### src/tfc_params.svh
// Offsets, field positions, reset values and build options of the trace filter control register.
`ifndef TFC_PARAMS_SVH
`define TFC_PARAMS_SVH

`define TFC_TRACE_PRESENT     1'b1
`define TFC_DATA_W            32
`define TFC_SYNC_EXT_LSB      30
`define TFC_SYNC_EXT_W        2
`define TFC_ELEM_EN_BIT       29
`define TFC_ELEM_NUM_LSB      21
`define TFC_ELEM_NUM_W        8
`define TFC_CTX_EN_BIT        20
`define TFC_CTX_NUM_LSB       12
`define TFC_CTX_NUM_W         8
`define TFC_MODE_LSB          7
`define TFC_MODE_W            5
`define TFC_SUBSET_LSB        5
`define TFC_SUBSET_W          2
`define TFC_BUF_IMPL_BIT      4
`define TFC_BUF_USE_BIT       3
`define TFC_SYNC_LSB          0
`define TFC_SYNC_W            3
`define TFC_MODE_PC           0
`define TFC_MODE_LD_ADDR      1
`define TFC_MODE_ST_ADDR      2
`define TFC_MODE_LD_DATA      3
`define TFC_MODE_ST_DATA      4
`define TFC_MODE_COUNT        5
`define TFC_CTX_CMP_W         3
`define TFC_SUBSET_PRESET     2'h2
`define TFC_RST_SYNC_EXT      2'h0
`define TFC_RST_ELEM_EN       1'b0
`define TFC_RST_ELEM_NUM      8'h00
`define TFC_RST_CTX_EN        1'b0
`define TFC_RST_CTX_NUM       8'h00
`define TFC_RST_MODE          5'h00
`define TFC_RST_RDATA         32'h00000000
`define TFC_WRITE_MASK        32'hFFFFFF80

`endif

### src/tfc_pkg.sv
// Types shared by the trace filter control register and its filter.
package tfc_pkg;

   typedef logic [4:0] tfc_mode_t;

   typedef enum logic [1:0]
   {
      TFC_SUBSET_PC_ONLY,
      TFC_SUBSET_PC_ADDR,
      TFC_SUBSET_PC_ADDR_DATA,
      TFC_SUBSET_RESERVED
   } tfc_subset_t;

endpackage

### src/tfc_filter_if.sv
// Configuration and results passed between the register and the trace filter.
`timescale 1ns/1ns
interface tfc_filter_if;
   import tfc_pkg::*;

   logic        trace_enabled;
   logic        elem_filter_enable;
   logic [7:0]  element_number;
   logic        ctx_filter_enable;
   logic [7:0]  context_number;
   tfc_mode_t   content_select;
   tfc_subset_t supported_subset;
   logic        instr_valid;
   logic [7:0]  instr_element;
   logic [7:0]  instr_context;
   logic        traced;
   tfc_mode_t   emit;

   modport reg_side
   (
      output trace_enabled, elem_filter_enable, element_number, ctx_filter_enable,
      output context_number, content_select, supported_subset,
      output instr_valid, instr_element, instr_context,
      input  traced, emit
   );

   modport filt_side
   (
      input  trace_enabled, elem_filter_enable, element_number, ctx_filter_enable,
      input  context_number, content_select, supported_subset,
      input  instr_valid, instr_element, instr_context,
      output traced, emit
   );

endinterface // tfc_filter_if

### src/tfc_reg.sv
// Trace filter control register with mirrored trace control block fields and the trace filter.
`timescale 1ns/1ns
`include "tfc_params.svh"
// Functional notes
// [RL1] Register exists only when trace is built in; otherwise reads zero, writes ignored.
// [RL2] Read-only fields mirror the trace control block, invalid until it loads them.
// [RL3] Element filter on: trace only instructions from the selected element.
// [RL4] Context filter enable overrides element filter enable.
// [RL5] Element number is read/write, resets to zero.
// [RL6] Context filter on: trace only instructions from the selected context.
// [RL7] Context number read/write, reset zero; only low implemented bits compared.
// [RL8] Five content enables: PC, load addr, store addr, load data, store data.
// [RL9] A zero content enable suppresses that trace information.
// [RL10] Supported subset is a read-only preset code.
// [RL11] Content enables act only while tracing is on.
// [RL12] Writes leave read-only fields unchanged.
module tfc_reg
   import tfc_pkg::*;
(
   input  wire logic        clk,
   input  wire logic        srst,
   input  wire logic        reg_sel,
   input  wire logic        reg_wr,
   input  wire logic        reg_rd,
   input  wire logic [31:0] reg_wdata,
   output logic      [31:0] reg_rdata,
   input  wire logic        tcb_load,
   input  wire logic        tcb_buffers_implemented,
   input  wire logic        tcb_buffer_in_use,
   input  wire logic [2:0]  tcb_sync_period,
   output logic             mirror_valid,
   input  wire logic        trace_on,
   input  wire logic        instr_valid,
   input  wire logic [7:0]  instr_element,
   input  wire logic [7:0]  instr_context,
   output logic             instr_traced,
   output logic             emit_pc,
   output logic             emit_load_addr,
   output logic             emit_store_addr,
   output logic             emit_load_data,
   output logic             emit_store_data
);

   localparam logic IMPL = `TFC_TRACE_PRESENT;

   ////////////////////////////////////////////////////////////////////////////////////////////////////

   // Builds the full register image from its fields.
   function automatic logic [31:0] pack_image
   (
      input logic [1:0] sync_ext,
      input logic       elem_en,
      input logic [7:0] elem_num,
      input logic       ctx_en,
      input logic [7:0] ctx_num,
      input logic [4:0] mode,
      input logic [1:0] subset,
      input logic       buf_impl,
      input logic       buf_use,
      input logic [2:0] sync
   );
      logic [31:0] img;
      img = `TFC_RST_RDATA;
      img[`TFC_SYNC_EXT_LSB +: `TFC_SYNC_EXT_W] = sync_ext;
      img[`TFC_ELEM_EN_BIT]                     = elem_en;
      img[`TFC_ELEM_NUM_LSB +: `TFC_ELEM_NUM_W] = elem_num;
      img[`TFC_CTX_EN_BIT]                      = ctx_en;
      img[`TFC_CTX_NUM_LSB +: `TFC_CTX_NUM_W]   = ctx_num;
      img[`TFC_MODE_LSB +: `TFC_MODE_W]         = mode;
      img[`TFC_SUBSET_LSB +: `TFC_SUBSET_W]     = subset;
      img[`TFC_BUF_IMPL_BIT]                    = buf_impl;
      img[`TFC_BUF_USE_BIT]                     = buf_use;
      img[`TFC_SYNC_LSB +: `TFC_SYNC_W]         = sync;
      return img;
   endfunction

   ////////////////////////////////////////////////////////////////////////////////////////////////////

   logic [1:0]  sync_period_extension;
   logic        element_filter_enable;
   logic [7:0]  element_number;
   logic        context_filter_enable;
   logic [7:0]  context_number;
   tfc_mode_t   content_select;
   logic        buffers_implemented;
   logic        buffer_in_use;
   logic [2:0]  sync_period;
   logic        loaded;

   logic [1:0]  next_sync_period_extension;
   logic        next_element_filter_enable;
   logic [7:0]  next_element_number;
   logic        next_context_filter_enable;
   logic [7:0]  next_context_number;
   tfc_mode_t   next_content_select;
   logic        next_buffers_implemented;
   logic        next_buffer_in_use;
   logic [2:0]  next_sync_period;
   logic        next_loaded;
   logic [31:0] next_reg_rdata;

   logic [31:0] image;
   logic [31:0] merged;
   logic        wr_hit;
   logic        rd_hit;

   assign wr_hit = IMPL & reg_sel & reg_wr; // see [RL1]
   assign rd_hit = reg_sel & reg_rd;

   always_comb
   begin
      image = pack_image(sync_period_extension, element_filter_enable, element_number,
                         context_filter_enable, context_number, content_select,
                         `TFC_SUBSET_PRESET, buffers_implemented, buffer_in_use, sync_period);
      merged = (reg_wdata & `TFC_WRITE_MASK) | (image & ~`TFC_WRITE_MASK); // see [RL12]
   end

   ////////////////////////////////////////////////////////////////////////////////////////////////////

   always_comb
   begin
      next_sync_period_extension = sync_period_extension;
      next_element_filter_enable = element_filter_enable;
      next_element_number        = element_number;
      next_context_filter_enable = context_filter_enable;
      next_context_number        = context_number;
      next_content_select        = content_select;
      if (wr_hit)
      begin
         next_sync_period_extension = merged[`TFC_SYNC_EXT_LSB +: `TFC_SYNC_EXT_W];
         next_element_filter_enable = merged[`TFC_ELEM_EN_BIT];
         next_element_number        = merged[`TFC_ELEM_NUM_LSB +: `TFC_ELEM_NUM_W]; // see [RL5]
         next_context_filter_enable = merged[`TFC_CTX_EN_BIT];
         next_context_number        = merged[`TFC_CTX_NUM_LSB +: `TFC_CTX_NUM_W]; // see [RL7]
         next_content_select        = merged[`TFC_MODE_LSB +: `TFC_MODE_W]; // see [RL8]
      end
   end

   always_ff @(posedge clk)
   begin
      if (srst)
      begin
         sync_period_extension <= `TFC_RST_SYNC_EXT;
         element_filter_enable <= `TFC_RST_ELEM_EN;
         element_number        <= `TFC_RST_ELEM_NUM; // see [RL5]
         context_filter_enable <= `TFC_RST_CTX_EN;
         context_number        <= `TFC_RST_CTX_NUM; // see [RL7]
         content_select        <= `TFC_RST_MODE;
      end
      else
      begin
         sync_period_extension <= next_sync_period_extension;
         element_filter_enable <= next_element_filter_enable;
         element_number        <= next_element_number;
         context_filter_enable <= next_context_filter_enable;
         context_number        <= next_context_number;
         content_select        <= next_content_select;
      end
   end

   ////////////////////////////////////////////////////////////////////////////////////////////////////

   // Mirrored fields follow the trace control block only when it loads them.
   always_comb
   begin
      next_buffers_implemented = buffers_implemented;
      next_buffer_in_use       = buffer_in_use;
      next_sync_period         = sync_period;
      next_loaded              = loaded;
      if (IMPL && tcb_load)
      begin
         next_buffers_implemented = tcb_buffers_implemented; // see [RL2]
         next_buffer_in_use       = tcb_buffer_in_use;
         next_sync_period         = tcb_sync_period;
         next_loaded              = 1'b1;
      end
   end

   always_ff @(posedge clk)
   begin
      if (srst)
      begin
         buffers_implemented <= 1'b0;
         buffer_in_use       <= 1'b0;
         sync_period         <= 3'h0;
         loaded              <= 1'b0;
      end
      else
      begin
         buffers_implemented <= next_buffers_implemented;
         buffer_in_use       <= next_buffer_in_use;
         sync_period         <= next_sync_period;
         loaded              <= next_loaded;
      end
   end

   assign mirror_valid = loaded; // see [RL2]

   ////////////////////////////////////////////////////////////////////////////////////////////////////

   // Read data is captured on a read and held until the next one.
   always_comb
   begin
      next_reg_rdata = reg_rdata;
      if (rd_hit)
      begin
         if (IMPL)
         begin
            next_reg_rdata = image; // see [RL10]
         end
         else
         begin
            next_reg_rdata = `TFC_RST_RDATA; // see [RL1]
         end
      end
   end

   always_ff @(posedge clk)
   begin
      if (srst)
      begin
         reg_rdata <= `TFC_RST_RDATA;
      end
      else
      begin
         reg_rdata <= next_reg_rdata;
      end
   end

   ////////////////////////////////////////////////////////////////////////////////////////////////////

   tfc_filter_if fif ();

   assign fif.trace_enabled      = IMPL & trace_on; // see [RL11]
   assign fif.elem_filter_enable = element_filter_enable;
   assign fif.element_number     = element_number;
   assign fif.ctx_filter_enable  = context_filter_enable;
   assign fif.context_number     = context_number;
   assign fif.content_select     = content_select;
   assign fif.supported_subset   = tfc_subset_t'(`TFC_SUBSET_PRESET); // see [RL10]
   assign fif.instr_valid        = instr_valid;
   assign fif.instr_element      = instr_element;
   assign fif.instr_context      = instr_context;

   tfc_filter u_filter
   (
      .clk  (clk),
      .srst (srst),
      .f    (fif.filt_side)
   );

   assign instr_traced    = fif.traced;
   assign emit_pc         = fif.emit[`TFC_MODE_PC];
   assign emit_load_addr  = fif.emit[`TFC_MODE_LD_ADDR];
   assign emit_store_addr = fif.emit[`TFC_MODE_ST_ADDR];
   assign emit_load_data  = fif.emit[`TFC_MODE_LD_DATA];
   assign emit_store_data = fif.emit[`TFC_MODE_ST_DATA];

endmodule // tfc_reg

### src/tfc_filter.sv
// Per-instruction trace qualification by element, context and content select.
`timescale 1ns/1ns
`include "tfc_params.svh"
module tfc_filter
   import tfc_pkg::*;
(
   input wire logic      clk,
   input wire logic      srst,
   tfc_filter_if.filt_side f
);

   // Tells whether the supported subset allows the given content kind.
   function automatic logic subset_allows(input tfc_subset_t s, input int kind);
      logic ok;
      ok = 1'b0;
      case (s)
         TFC_SUBSET_PC_ONLY:      ok = (kind == `TFC_MODE_PC);
         TFC_SUBSET_PC_ADDR:      ok = (kind <= `TFC_MODE_ST_ADDR);
         TFC_SUBSET_PC_ADDR_DATA: ok = 1'b1;
         default:                 ok = 1'b0;
      endcase
      return ok;
   endfunction

   logic      match;
   logic      next_traced;
   tfc_mode_t next_emit;
   logic      traced;
   tfc_mode_t emit;

   always_comb
   begin
      if (f.ctx_filter_enable)
      begin
         match = (f.instr_context[`TFC_CTX_CMP_W-1:0] == f.context_number[`TFC_CTX_CMP_W-1:0]); // see [RL6] see [RL7] see [RL4]
      end
      else if (f.elem_filter_enable)
      begin
         match = (f.instr_element == f.element_number); // see [RL3]
      end
      else
      begin
         match = 1'b1;
      end
      next_traced = f.trace_enabled & f.instr_valid & match; // see [RL11]
   end

   genvar i;
   generate
      for (i = 0; i < `TFC_MODE_COUNT; i++)
      begin : g_emit
         always_comb
         begin
            next_emit[i] = next_traced & f.content_select[i] & subset_allows(f.supported_subset, i); // see [RL8] see [RL9]
         end
      end
   endgenerate

   always_ff @(posedge clk)
   begin
      if (srst)
      begin
         traced <= 1'b0;
         emit   <= 5'h00;
      end
      else
      begin
         traced <= next_traced;
         emit   <= next_emit;
      end
   end

   assign f.traced = traced;
   assign f.emit   = emit;

endmodule // tfc_filter

### config.mk
export PLATFORM = sky130hd
export DESIGN_NAME = tfc_reg
export DESIGN_NICKNAME = d
export VERILOG_FILES = /design/src/tfc_pkg.sv /design/src/tfc_filter_if.sv /design/src/tfc_reg.sv /design/src/tfc_filter.sv
export VERILOG_INCLUDE_DIRS = /design/src
export SDC_FILE = /design/constraint.sdc
export NUM_CORES = 1
export LEC_CHECK = 0
export BUFFER_PORTS_ARGS = -buffer_cell sky130_fd_sc_hd__buf_2
export CORE_MARGIN = 2
export CORE_UTILIZATION = 44
export CTS_BUF_LIST = sky130_fd_sc_hd__clkbuf_8
export CTS_CLUSTER_DIAMETER = 200
export CTS_CLUSTER_SIZE = 24
export DETAILED_ROUTE_END_ITERATION = 8
export PLACE_DENSITY = 0.78
export SETUP_SLACK_MARGIN = 0.3
export SYNTH_ARGS = -nofsm -noshare
export SYNTH_HDL_FRONTEND = slang
export SYNTH_SLANG_ARGS = --single-unit
### constraint.sdc
create_clock -name clk -period 1.4 [get_ports clk]
set_clock_uncertainty 0.1 [all_clocks]
set_input_delay 0.14 -clock clk [delete_from_list [all_inputs] [get_ports clk]]
set_output_delay 0.14 -clock clk [all_outputs]
set_load 0.03 [all_outputs]
==> results of run 1 <==
flip-flops by register name (all words and copies together) (netlist names):
signal / count
reg_rdata: 31
sync_period_extension: 2
mirror_valid: 1
element_number: 8
sync_period: 3
context_number: 8
buffers_implemented: 1
u_filter.f.traced: 1
element_filter_enable: 1
content_select: 5
context_filter_enable: 1
u_filter.f.emit: 5
buffer_in_use: 1
cell type report:
cell class	count	share of cell area
Clock inverter	7	0.0304
Clock buffer	9	0.0327
Tap cell	72	0.0238
Sequential cell	68	0.365
Multi-Input combinational cell	207	0.278
Timing Repair Buffer	132	0.270
layout by cell type, fill, tap and decap left out:
cell | netlist | routed
a21oi_1 | 56 | 55
a21oi_4 | 0 | 1
and2_1 | 2 | 2
buf_12 | 0 | 1
buf_2 | 5 | 52
buf_4 | 1 | 29
buf_6 | 0 | 20
bufinv_16 | 0 | 3
clkbuf_8 | 0 | 9
clkinv_2 | 0 | 2
clkinvlp_4 | 0 | 2
conb_1 | 1 | 1
dfxtp_1 | 68 | 51
dfxtp_2 | 0 | 17
dlygate4sd3_1 | 0 | 30
mux2i_1 | 5 | 5
nand2_1 | 112 | 112
nand2b_1 | 1 | 1
nand4b_1 | 1 | 1
nor2_1 | 10 | 10
nor3b_2 | 0 | 5
nor4_4 | 0 | 2
o31ai_1 | 1 | 1
xor2_1 | 11 | 9
xor2_2 | 0 | 2
routing by layer:
metal  vias up  routed length [um]  GRT usage
li1       1194                   -          -
met5         -                   0          0
met2        77                3430      0.399
met3        10                 358     0.0391
met1      1080                2700      0.243
met4         0                  91     0.0982
worst reg2reg max path, cell delays in order, from the launching register on:
cell	delay, ns
dfxtp_2	0.34
xor2_2	0.17
nor4_4	0.34
a21oi_4	0.15
nor3b_2	0.22
what timing repair did:
action / in CTS / in global routing
resized for setup: 38 / 47
setup endpoints to repair: 37 / 27
pin swaps: 8 / 9
endpoints found under the hold margin: 30 / 0
cloned: 0 / 0
buffers inserted: 1 / 1
hold buffers: 30 / 0
power breakdown:
| group | internal [mW] | switching [mW] |
|---|---|---|
| combinational | 0.232 | 0.260 |
| sequential | 2.00 | 0.0392 |
| clock | 1.18 | 0.720 |
| total | 3.41 | 1.02 |
how the worst min path moves through the flow:
| stage | endpoint | startpoint | depth (start not counted) |
|---|---|---|---|
| after global placement | buffer_in_use$_SDFFE_PP0P_ | tcb_buffer_in_use | 3 |
| after floorplan | context_number[0]$_SDFFE_PP0P_ | reg_wdata[12] | 2 |
| after global routing | mirror_valid$_SDFFE_PP0P_ | tcb_load | 3 |
| after CTS | mirror_valid$_SDFFE_PP0P_ | tcb_load | 3 |
| final | mirror_valid$_SDFFE_PP0P_ | tcb_load | 3 |
| after detailed placement | element_number[5]$_SDFFE_PP0P_ | reg_wdata[26] | 3 |
cell families (layout without fill, tap and decap cells):
logic type,count (synthesis),in the layout,synth area share
xor gates and xnor gates,11,11,0.0398
buffers and inverters,21,148,0.0367
DFF,68,68,0.562
muxes,5,5,0.0207
other,1,1,0.00155
and+or+nand+nor,133,133,0.221
AOI/OAI and AO/OA,57,57,0.119
==> run_results.csv, run 1 <==
group,metric,value,unit
detailed_routing,first_pass_iters,4,
timing,hold_viol_final,0,
yosys,ys_top_cells_by_count,"nand2_1, dfxtp_1, a21oi_1",
setup_path,path_buf_inv,0,
detailed_routing,drt-initial-drc-count,114,
yosys,synth_most_common_cell,"nand2_1",
cells_and_area,fin_area,3790,um^2
die,fp-row-count,27,
detailed_routing,drt-total-wl,6.58,mm
yosys,synthDistinctLibCells,16,
clock_tree,cts_buffers,9,
detailed_routing,viasPerCell,4.77,
yosys,avgSynthCellArea,8.19,um^2
yosys,async_flop_share,0,
cells_and_area,multi_input_area,1050,um^2
yosys,synth_sequential_area_ratio,0.562,
pwr,p_leak,1.59,nW
global_route,grt_overflow,0,
timing,fin_crit_sh,0.999,
cells_and_area,syn2layout_area_growth,56.4,%
detailed_routing,drc,0,
yosys,syn-num-nets,357,
global_route,grt_pass1_vias,2336,
clock_tree,cts_tree,"yes",
setup_path,r2r_slack,0.0008,ns
setup_path,path_delay_family,"simple AND/OR/NAND/NOR gates",
die,dieWidth,78.2,um
yosys,ys_top_cells_by_area,"dfxtp_1, nand2_1, a21oi_1",
cells_and_area,drive_gt1_frac,0.343,
cells_and_area,antenna_cells,0,
setup_path,reg2regPathDepth,4,
yosys,synthesis.instances,296,
global_route,grt_pass1_wl,10.5,mm
setup_path,crit_fanout,6,
clock_tree,cts_root_buf,"clkbuf_8",
yosys,synth_top_area_frac,0.562,
timing,slew_violations,0,
detailed_routing,wl_per_cell,13.3,um
clock_tree,clkLatencyLatePin,0.32,ns
yosys,yosys_warnings,0,
run_status,status,"finished clean",
yosys,yosysTopAreaCell,"dfxtp_1",
die,ios,100,
global_route,grt_max_degree,34,
setup_path,rr_startpoint,"element_number[7]$_SDFFE_PP0P_",
timing,period_minus_slack,1.40,ns
yosys,netlist_area,2420,um^2
placement,place.gp.congestion,0.744,
setup_path,crit_slowest_cell,"dfxtp_2",
setup_path,crit_end,"u_filter.f.emit[3]$_SDFF_PP0_",
job,maxCapViolCount,0,
setup_path,crit_path_end_kind,"flip-flop",
cells_and_area,final_core_util,0.701,
setup_path,timing.rr.end,"u_filter.f.emit[3]$_SDFF_PP0_",
pwr,power.density,1170,nW/um^2
clock_tree,cts_buffer_depth,2,
timing,timing.fmax,715,MHz
setup_path,slowest_delay,0.34,ns
cells_and_area,finalNonFillerCells,495,
setup_path,critPathKind,"reg2reg",
die,die-area,6120,um^2
clock_tree,cts_sinks,68,
placement,pre_cts_ws,-0.112,ns
timing,finalWorstSetupSlack,0.000802,ns
setup_path,cp_data_arrival_time,1.55,ns
placement,io_buffer_count,86,
detailed_routing,vias,2361,
yosys,synth_edf_count,0,
cells_and_area,final_nets,479,
timing,whs,0.0526,ns
die,die_y,78.2,um
placement,placed_cells,447,
timing,rsz0062_at_grt,"true",
clock_tree,clkSlewWorstSetupHoldPaths,0.07,ns
yosys,synthFlopType,"dfxtp_1",
die,core_area,5410,um^2
setup_path,crit_chain,"xor2_2, nor4_4, a21oi_4, nor3b_2",
pwr,total_power,4.43,mW
setup_path,crit_start,"element_number[7]$_SDFFE_PP0P_",
setup_path,required,1.55,ns
timing,finalSetupTns,0,ns
timing,setup_viol,0,
pwr,vdd_ir_drop_max,1.08,mV
global_route,antenna_found_initial,0,
global_route,grt.total_usage,0.217,
yosys,ys_ff_latch,68,
setup_path,worstSetupPathDepth,4,
worst_hold_path,min_path_type,"in2reg",
die,initial_core_util,0.448,
cells_and_area,ff_latch_area,1380,um^2
clock_tree,cts-htree-levels,3,
detailed_routing,antenna_left,0,
placement,place_area,2980,um^2
cells_and_area,nFillCells,445,
placement,place_hpwl,3.83,mm
setup_path,cp-start-kind,"flip-flop",
Power figures use the tool's default switching activity.
==> inputs of run 2 (changes only) <==
--- a/config.mk
+++ b/config.mk
@@ -14,6 +14,7 @@
 export CTS_CLUSTER_SIZE = 24
 export DETAILED_ROUTE_END_ITERATION = 8
 export PLACE_DENSITY = 0.78
+export RECOVER_POWER = 100
 export SETUP_SLACK_MARGIN = 0.3
 export SYNTH_ARGS = -nofsm -noshare
 export SYNTH_HDL_FRONTEND = slang
==> run 2 against run 1 <==
The run now ends with setup timing left. Die area unchanged. Global-route usage unchanged. Combinational power decreased by 2%. Cell count unchanged. Highest routed layer unchanged. Count of clock-buffer cells in the layout did not move. Via count shrank 0.30%. Flip-flop and latch count unchanged. Setup slack worse by 0.00089 ns. Critical path depth stayed put. First-iteration DRC count decreased by 20%.
==> run_results.csv, run 2 (synthesis gave the netlist of run 1 again) <==
group,metric,value,unit
run_status,violations,"setup timing",
run_status,status,"complete, but fails checks",
clock_tree,clkLatencyLatePin,0.32,ns
detailed_routing,drc,0,
timing,slew_violations,0,
pwr,p_seq_frac,0.461,
global_route,grt.total_usage,0.217,
timing,finalWorstSetupSlack,-0.0000854,ns
die,core_area,5410,um^2
pwr,vdd_ir_drop_max,1.08,mV
timing,tightest_slew,0.696,ns
detailed_routing,drt-initial-drc-count,91,
placement,place_hpwl,3.83,mm
pwr,switchingPower,1.02,mW
pwr,power.density,1170,nW/um^2
cells_and_area,final_nets,479,
global_route,grt_pass1_wl,10.5,mm
setup_path,crit_slowest_cell,"dfxtp_2",
pwr,p_comb_frac,0.110,
cells_and_area,fin_area,3770,um^2
global_route,grt_pass1_vias,2336,
placement,place.gp.congestion,0.744,
clock_tree,cts_sinks,68,
cells_and_area,antenna_cells,0,
cells_and_area,final_cell_mix,"nand2_1, a21oi_1, dfxtp_1, buf_2, dlygate4sd3_1",
timing,period_minus_slack,1.40,ns
die,fp-row-count,27,
clock_tree,cts_root_buf,"clkbuf_8",
clock_tree,cts_buffer_depth,2,
cells_and_area,largest_register,"reg_rdata",
timing,rsz0062_at_grt,"true",
pwr,p_leak,1.59,nW
cells_and_area,final_core_util,0.698,
timing,fin_crit_sh,1.00,
die,dieWidth,78.2,um
detailed_routing,wl_per_cell,13.3,um
pwr,pwr-share-clk,0.429,
global_route,grt_max_degree,34,
die,die-area,6120,um^2
die,ios,100,
cells_and_area,top_regs,"reg_rdata (31), context_number (8), element_number (8)",
setup_path,cp-start-kind,"flip-flop",
timing,timing.slew.headroom,0.536,
setup_path,path_delay_family,"simple AND/OR/NAND/NOR gates",
timing,hold_viol_final,0,
detailed_routing,drt-total-wl,6.57,mm
cells_and_area,syn2layout_area_growth,55.6,%
timing,whs,0.0508,ns
die,die_y,78.2,um
setup_path,critPathKind,"reg2reg",
global_route,antenna_found_initial,0,
job,maxCapViolCount,0,
global_route,grt_overflow,0,
detailed_routing,viasPerCell,4.76,
die,initial_core_util,0.448,
timing,finalSetupTns,-0.0000854,ns
placement,place_area,2980,um^2
timing,setup_viol,1,
pwr,total_power,4.42,mW
timing,timing.fmax,714,MHz
cells_and_area,largest_register_ff_count,31,
cells_and_area,drive_gt1_frac,0.340,
clock_tree,cts_tree,"yes",
setup_path,required,1.55,ns
setup_path,crit_fanout,6,
clock_tree,cts-htree-levels,3,
setup_path,cp_data_arrival_time,1.55,ns
setup_path,slowest_delay,0.34,ns
setup_path,crit_chain,"xor2_2, nor4_4, a21oi_4, nor3b_2",
clock_tree,cts_buffers,9,
setup_path,crit_path_end_kind,"flip-flop",
clock_tree,clkSlewWorstSetupHoldPaths,0.07,ns
placement,io_buffer_count,86,
setup_path,path_buf_inv,0,
detailed_routing,vias,2354,
cells_and_area,mostFrequentLayoutCell,"nand2_1",
detailed_routing,first_pass_iters,4,
pwr,p_sw_frac,0.230,
worst_hold_path,min_path_type,"in2reg",
pwr,p_int,3.40,mW
detailed_routing,antenna_left,0,
run 2: path summary, 6_finish.rpt:
path | startpoint | endpoint | slack [ns] | cells past startpoint
min reg2reg | reg_rdata[21]$_SDFFE_PP0P_ | reg_rdata[21]$_SDFFE_PP0P_ | 0.35 | 2
max reg2reg | element_number[7]$_SDFFE_PP0P_ | u_filter.f.emit[3]$_SDFF_PP0_ | -0.00009 | 4
max | element_number[7]$_SDFFE_PP0P_ | u_filter.f.emit[3]$_SDFF_PP0_ | -0.00009 | 4
min | tcb_load | mirror_valid$_SDFFE_PP0P_ | 0.05 | 3
run 2: power by group through the flow:
stage | clock network, mW | registers, mW | logic, mW
after floorplan | 0 | 2.12 | 0.172
after global placement | 0 | 2.07 | 0.365
after detailed placement | 0 | 2.08 | 0.372
after CTS | 1.93 | 2.03 | 0.453
after global routing | 2.02 | 2.05 | 0.529
final | 1.90 | 2.04 | 0.484
run 2: layout make-up:
cell class,instances,area [um^2]
clock inverters,7,115
well taps,72,90.1
fillers,449,1630
multi-input cells,207,1050
repair buffers,132,1000
flip-flops and latches,68,1380
clock buffers,9,124
run 2: tightest hold or removal path, stage by stage:
cell	delay (ns)
buf_2	0.16
nor2_1	0.10
nor2_1	0.04
run 2: per-layer routing:
layer | part of all wire | vias up | GRT usage
li1 | - | 1190 | -
met1 | 0.41 | 1082 | 0.243
met2 | 0.52 | 70 | 0.399
met3 | 0.049 | 12 | 0.0391
met4 | 0.018 | 0 | 0.0982
met5 | 0 | - | 0
run 2: timing repair:
item	in CTS	in global routing
pin swaps	8	9
endpoints found under the setup margin	37	27
endpoints found under the hold margin	30	0
gates resized for setup	38	47
hold buffers	30	0
buffers inserted	1	1
run 2: through the flow:
step,std cells,setup slack (ns)
2_1_floorplan,296,0.143
3_3_place_gp,447,-0.0441
3_5_place_dp,447,-0.112
4_1_cts,494,0.0154
5_1_grt,495,-0.0728
6_report,495,-0.0000854
==> inputs of run 3 (changes only) <==
--- a/config.mk
+++ b/config.mk
@@ -8,7 +8,7 @@
 export LEC_CHECK = 0
 export BUFFER_PORTS_ARGS = -buffer_cell sky130_fd_sc_hd__buf_2
 export CORE_MARGIN = 2
-export CORE_UTILIZATION = 44
+export CORE_UTILIZATION = 46
 export CTS_BUF_LIST = sky130_fd_sc_hd__clkbuf_8
 export CTS_CLUSTER_DIAMETER = 200
 export CTS_CLUSTER_SIZE = 24
@@ -18,4 +18,5 @@
 export SETUP_SLACK_MARGIN = 0.3
 export SYNTH_ARGS = -nofsm -noshare
 export SYNTH_HDL_FRONTEND = slang
+export SYNTH_HIERARCHICAL = 1
 export SYNTH_SLANG_ARGS = --single-unit
==> run 3 against run 2 <==
The flow still finishes with violations (setup timing). Core utilization down 2.8 points. Synthesized cell count down 6.1%. Sequential power about the same. Worst hold slack worse by 0.035 ns. Cell area up 5.7%. Combinational power up 9.7%. First-iteration DRC count up 31%. Largest cell class is now multi-input gates. Total power down 13%. Highest routed layer unchanged. Synthesized area up 17%. Count of clock-buffer cells in the layout unchanged. Global-route usage down 1.2 points. Flip-flop and latch count unchanged.
==> run_results.csv, run 3 <==
group,metric,value,unit
placement,place.gp.congestion,0.722,
yosys,synthFlopType,"dfxtp_1",
worst_hold_path,min-delay-start,"reg_wdata[27]",
cells_and_area,multi_input_area,1460,um^2
worst_hold_path,whs_path_depth,3,
die,fp-row-count,28,
timing,fin_crit_sh,1.02,
detailed_routing,dr.max_layer_used,"met4",
yosys,synth_top_area_frac,0.478,
worst_hold_path,min_path_type,"in2reg",
global_route,grt_max_degree,88,
setup_path,crit_chain,"xor2_2, nor4_4, a21oi_4, buf_4, nor3_2",
die,dieWidth,82.7,um
timing,setup_viol,4,
cells_and_area,largest_register_ff_count,31,
global_route,grt.total_usage,0.206,
yosys,ys_top_cells_by_area,"dfxtp_1, nand2b_1, mux2i_1",
cells_and_area,final_nets,454,
clock_tree,cts_tree,"yes",
global_route,grt_overflow,0,
pwr,total_power,3.87,mW
cells_and_area,final_cell_mix,"nand2b_1, dfxtp_1, buf_2",
timing,timing.slew.headroom,0.568,
run_status,status,"complete, but fails checks",
cells_and_area,ff_latch_area,1390,um^2
timing,timing.fmax,702,MHz
cells_and_area,antenna_cells,0,
die,initial_core_util,0.478,
setup_path,crit_slowest_cell,"dfxtp_2",
worst_hold_path,whs_endpoint,"element_number[6]$_SDFFE_PP0P_",
clock_tree,cts_buffers,9,
cells_and_area,top_regs,"reg_rdata (31), context_number (8), element_number (8)",
timing,hold_viol_final,0,
yosys,ys_ff_latch,68,
setup_path,cp-start-kind,"flip-flop",
die,core_area,5960,um^2
detailed_routing,wl_met1,2.91,mm
placement,place_area,3320,um^2
yosys,synthDistinctLibCells,28,
setup_path,path_buf_inv,1,
detailed_routing,wl_met2,3.46,mm
detailed_routing,first_pass_iters,4,
yosys,netlist_area,2850,um^2
clock_tree,cts-htree-levels,3,
yosys,synthesis.instances,278,
setup_path,path_delay_family,"simple AND/OR/NAND/NOR gates",
setup_path,reg2regPathDepth,5,
timing,period_minus_slack,1.42,ns
yosys,synth_most_common_cell,"dfxtp_1",
setup_path,rr_startpoint,"element_number[4]$_SDFFE_PP0P_",
yosys,yosys_warnings,6,
clock_tree,cts_sinks,68,
cells_and_area,nFillCells,472,
cells_and_area,drive_gt1_frac,0.337,
detailed_routing,vias,2385,
setup_path,r2r_slack,-0.02,ns
timing,tightest_slew,0.648,ns
yosys,ys_top_cells_by_count,"dfxtp_1, nand2b_1, mux2i_1",
global_route,grt_pass1_wl,10.4,mm
placement,place_hpwl,4.14,mm
pwr,p_leak,1.67,nW
setup_path,timing.rr.end,"u_filter/f.emit[4]$_SDFF_PP0_",
setup_path,required,1.56,ns
yosys,synth_sequential_area_ratio,0.478,
cells_and_area,mostFrequentLayoutCell,"nand2b_1",
timing,rsz0062_at_grt,"true",
setup_path,crit_fanout,6,
clock_tree,clkSlewWorstSetupHoldPaths,0.07,ns
detailed_routing,drt-initial-drc-count,119,
global_route,grt_pass1_vias,2237,
yosys,synth_edf_count,0,
clock_tree,clkLatencyLatePin,0.33,ns
detailed_routing,antenna_left,0,
run_status,violations,"setup timing",
pwr,vdd_ir_drop_max,0.644,mV
global_route,antenna_found_initial,0,
setup_path,cp_data_arrival_time,1.59,ns
clock_tree,cts_buffer_depth,2,
setup_path,slowest_delay,0.34,ns
yosys,async_flop_share,0,
pwr,power.density,969,nW/um^2
cells_and_area,fin_area,3990,um^2
die,ios,100,
detailed_routing,viasPerCell,5.07,
detailed_routing,wl_per_cell,14.8,um
die,die-area,6830,um^2
placement,io_buffer_count,86,
detailed_routing,wl_met3,441,um
timing,slew_violations,0,
job,maxCapViolCount,0,
detailed_routing,drt-total-wl,6.95,mm
setup_path,crit_path_end_kind,"flip-flop",
setup_path,critPathKind,"reg2reg",
clock_tree,cts_root_buf,"clkbuf_8",
cells_and_area,largest_register,"reg_rdata",
cells_and_area,syn2layout_area_growth,40.1,%
detailed_routing,drc,0,
die,die_y,82.7,um
timing,finalWorstSetupSlack,-0.0244,ns
yosys,yosysTopAreaCell,"dfxtp_1",
yosys,avgSynthCellArea,10.2,um^2
## run 3: cell types whose count changed after synthesis, sizes merged, moves of 3 or more
cell and delta:
nand2 -109, a21bo +5, mux2i +25, nand4b +25, nor3b -5, nor4b +3, clkbuf -4, nand2b +50
nand3 +5, a21oi -49, o21ai +25, buf +6
## run 3: stage by stage
stage | utilization | cells | TNS [ns] | setup slack (ns) | hold WS (ns)
CTS | 0.653 | 468 | -0.0804 | -0.0368 | 0.0118
global route | 0.670 | 470 | -0.533 | -0.141 | 0.0206
floorplan | - | 281 | 0 | 0.0865 | 0.187
global placement | 0.558 | 425 | -0.248 | -0.0792 | 0.272
detailed placement | 0.558 | 425 | -0.327 | -0.0959 | 0.298
finish | 0.670 | 470 | -0.0895 | -0.0244 | 0.0155
## run 3: cell families (layout without fill, tap and decap cells)
group	after synthesis	in the layout	share of synthesized area
other cells	2	5	0.00264
flops	68	68	0.478
fa+ha+maj	2	2	0.00879
xor+xnor	11	11	0.0338
mux	30	30	0.105
buf+inv	24	138	0.0475
simple gates	103	103	0.247
compound gates	38	38	0.0765
## run 3: area by class of cell
type / instances / area share
clock buffer: 9 / 0.0311
timing repair buffer: 122 / 0.223
inverter: 1 / 0.000941
clock inverter: 6 / 0.00659
tap: 75 / 0.0235
multi-input combinational: 189 / 0.367
sequential: 68 / 0.347
## run 3: how the worst max path moves through the flow
stage | from | endpoint | cells past startpoint
6_report | element_number[4]$_SDFFE_PP0P_ | u_filter/f.emit[4]$_SDFF_PP0_ | 5
4_1_cts | element_number[2]$_SDFFE_PP0P_ | u_filter/f.emit[0]$_SDFF_PP0_ | 4
3_5_place_dp | element_number[6]$_SDFFE_PP0P_ | u_filter/f.emit[1]$_SDFF_PP0_ | 4
3_3_place_gp | element_number[6]$_SDFFE_PP0P_ | u_filter/f.emit[2]$_SDFF_PP0_ | 4
2_1_floorplan | element_number[6]$_SDFFE_PP0P_ | u_filter/f.emit[0]$_SDFF_PP0_ | 4
5_1_grt | element_number[4]$_SDFFE_PP0P_ | u_filter/f.emit[2]$_SDFF_PP0_ | 4
## run 3: worst reg2reg max path, cell delays in order (launching register included)
cell     delay, ns
dfxtp_2       0.34
xor2_2        0.16
nor4_4        0.33
a21oi_4       0.14
buf_4         0.16
nor3_2        0.13
## run 3: repair_timing
item                                    CTS  global route
endpoints found under the hold margin    28             0
pin swaps                                 9             5
endpoints found under the setup margin   36            37
hold buffers                             28             0
resized for setup                        43            63
buffers inserted                          0             2
## run 3: report_power, final
part           total (mW)  internal (mW)  switching [mW]
sequential           2.04           2.00          0.0388
combinational       0.531          0.258           0.272
clock                1.29          0.604           0.689
## run 3: metal layers
layer	global-route usage	vias up
li1	-	1174
met1	0.243	1114
met2	0.352	82
met3	0.0609	15
met4	0.0754	0
met5	0	-
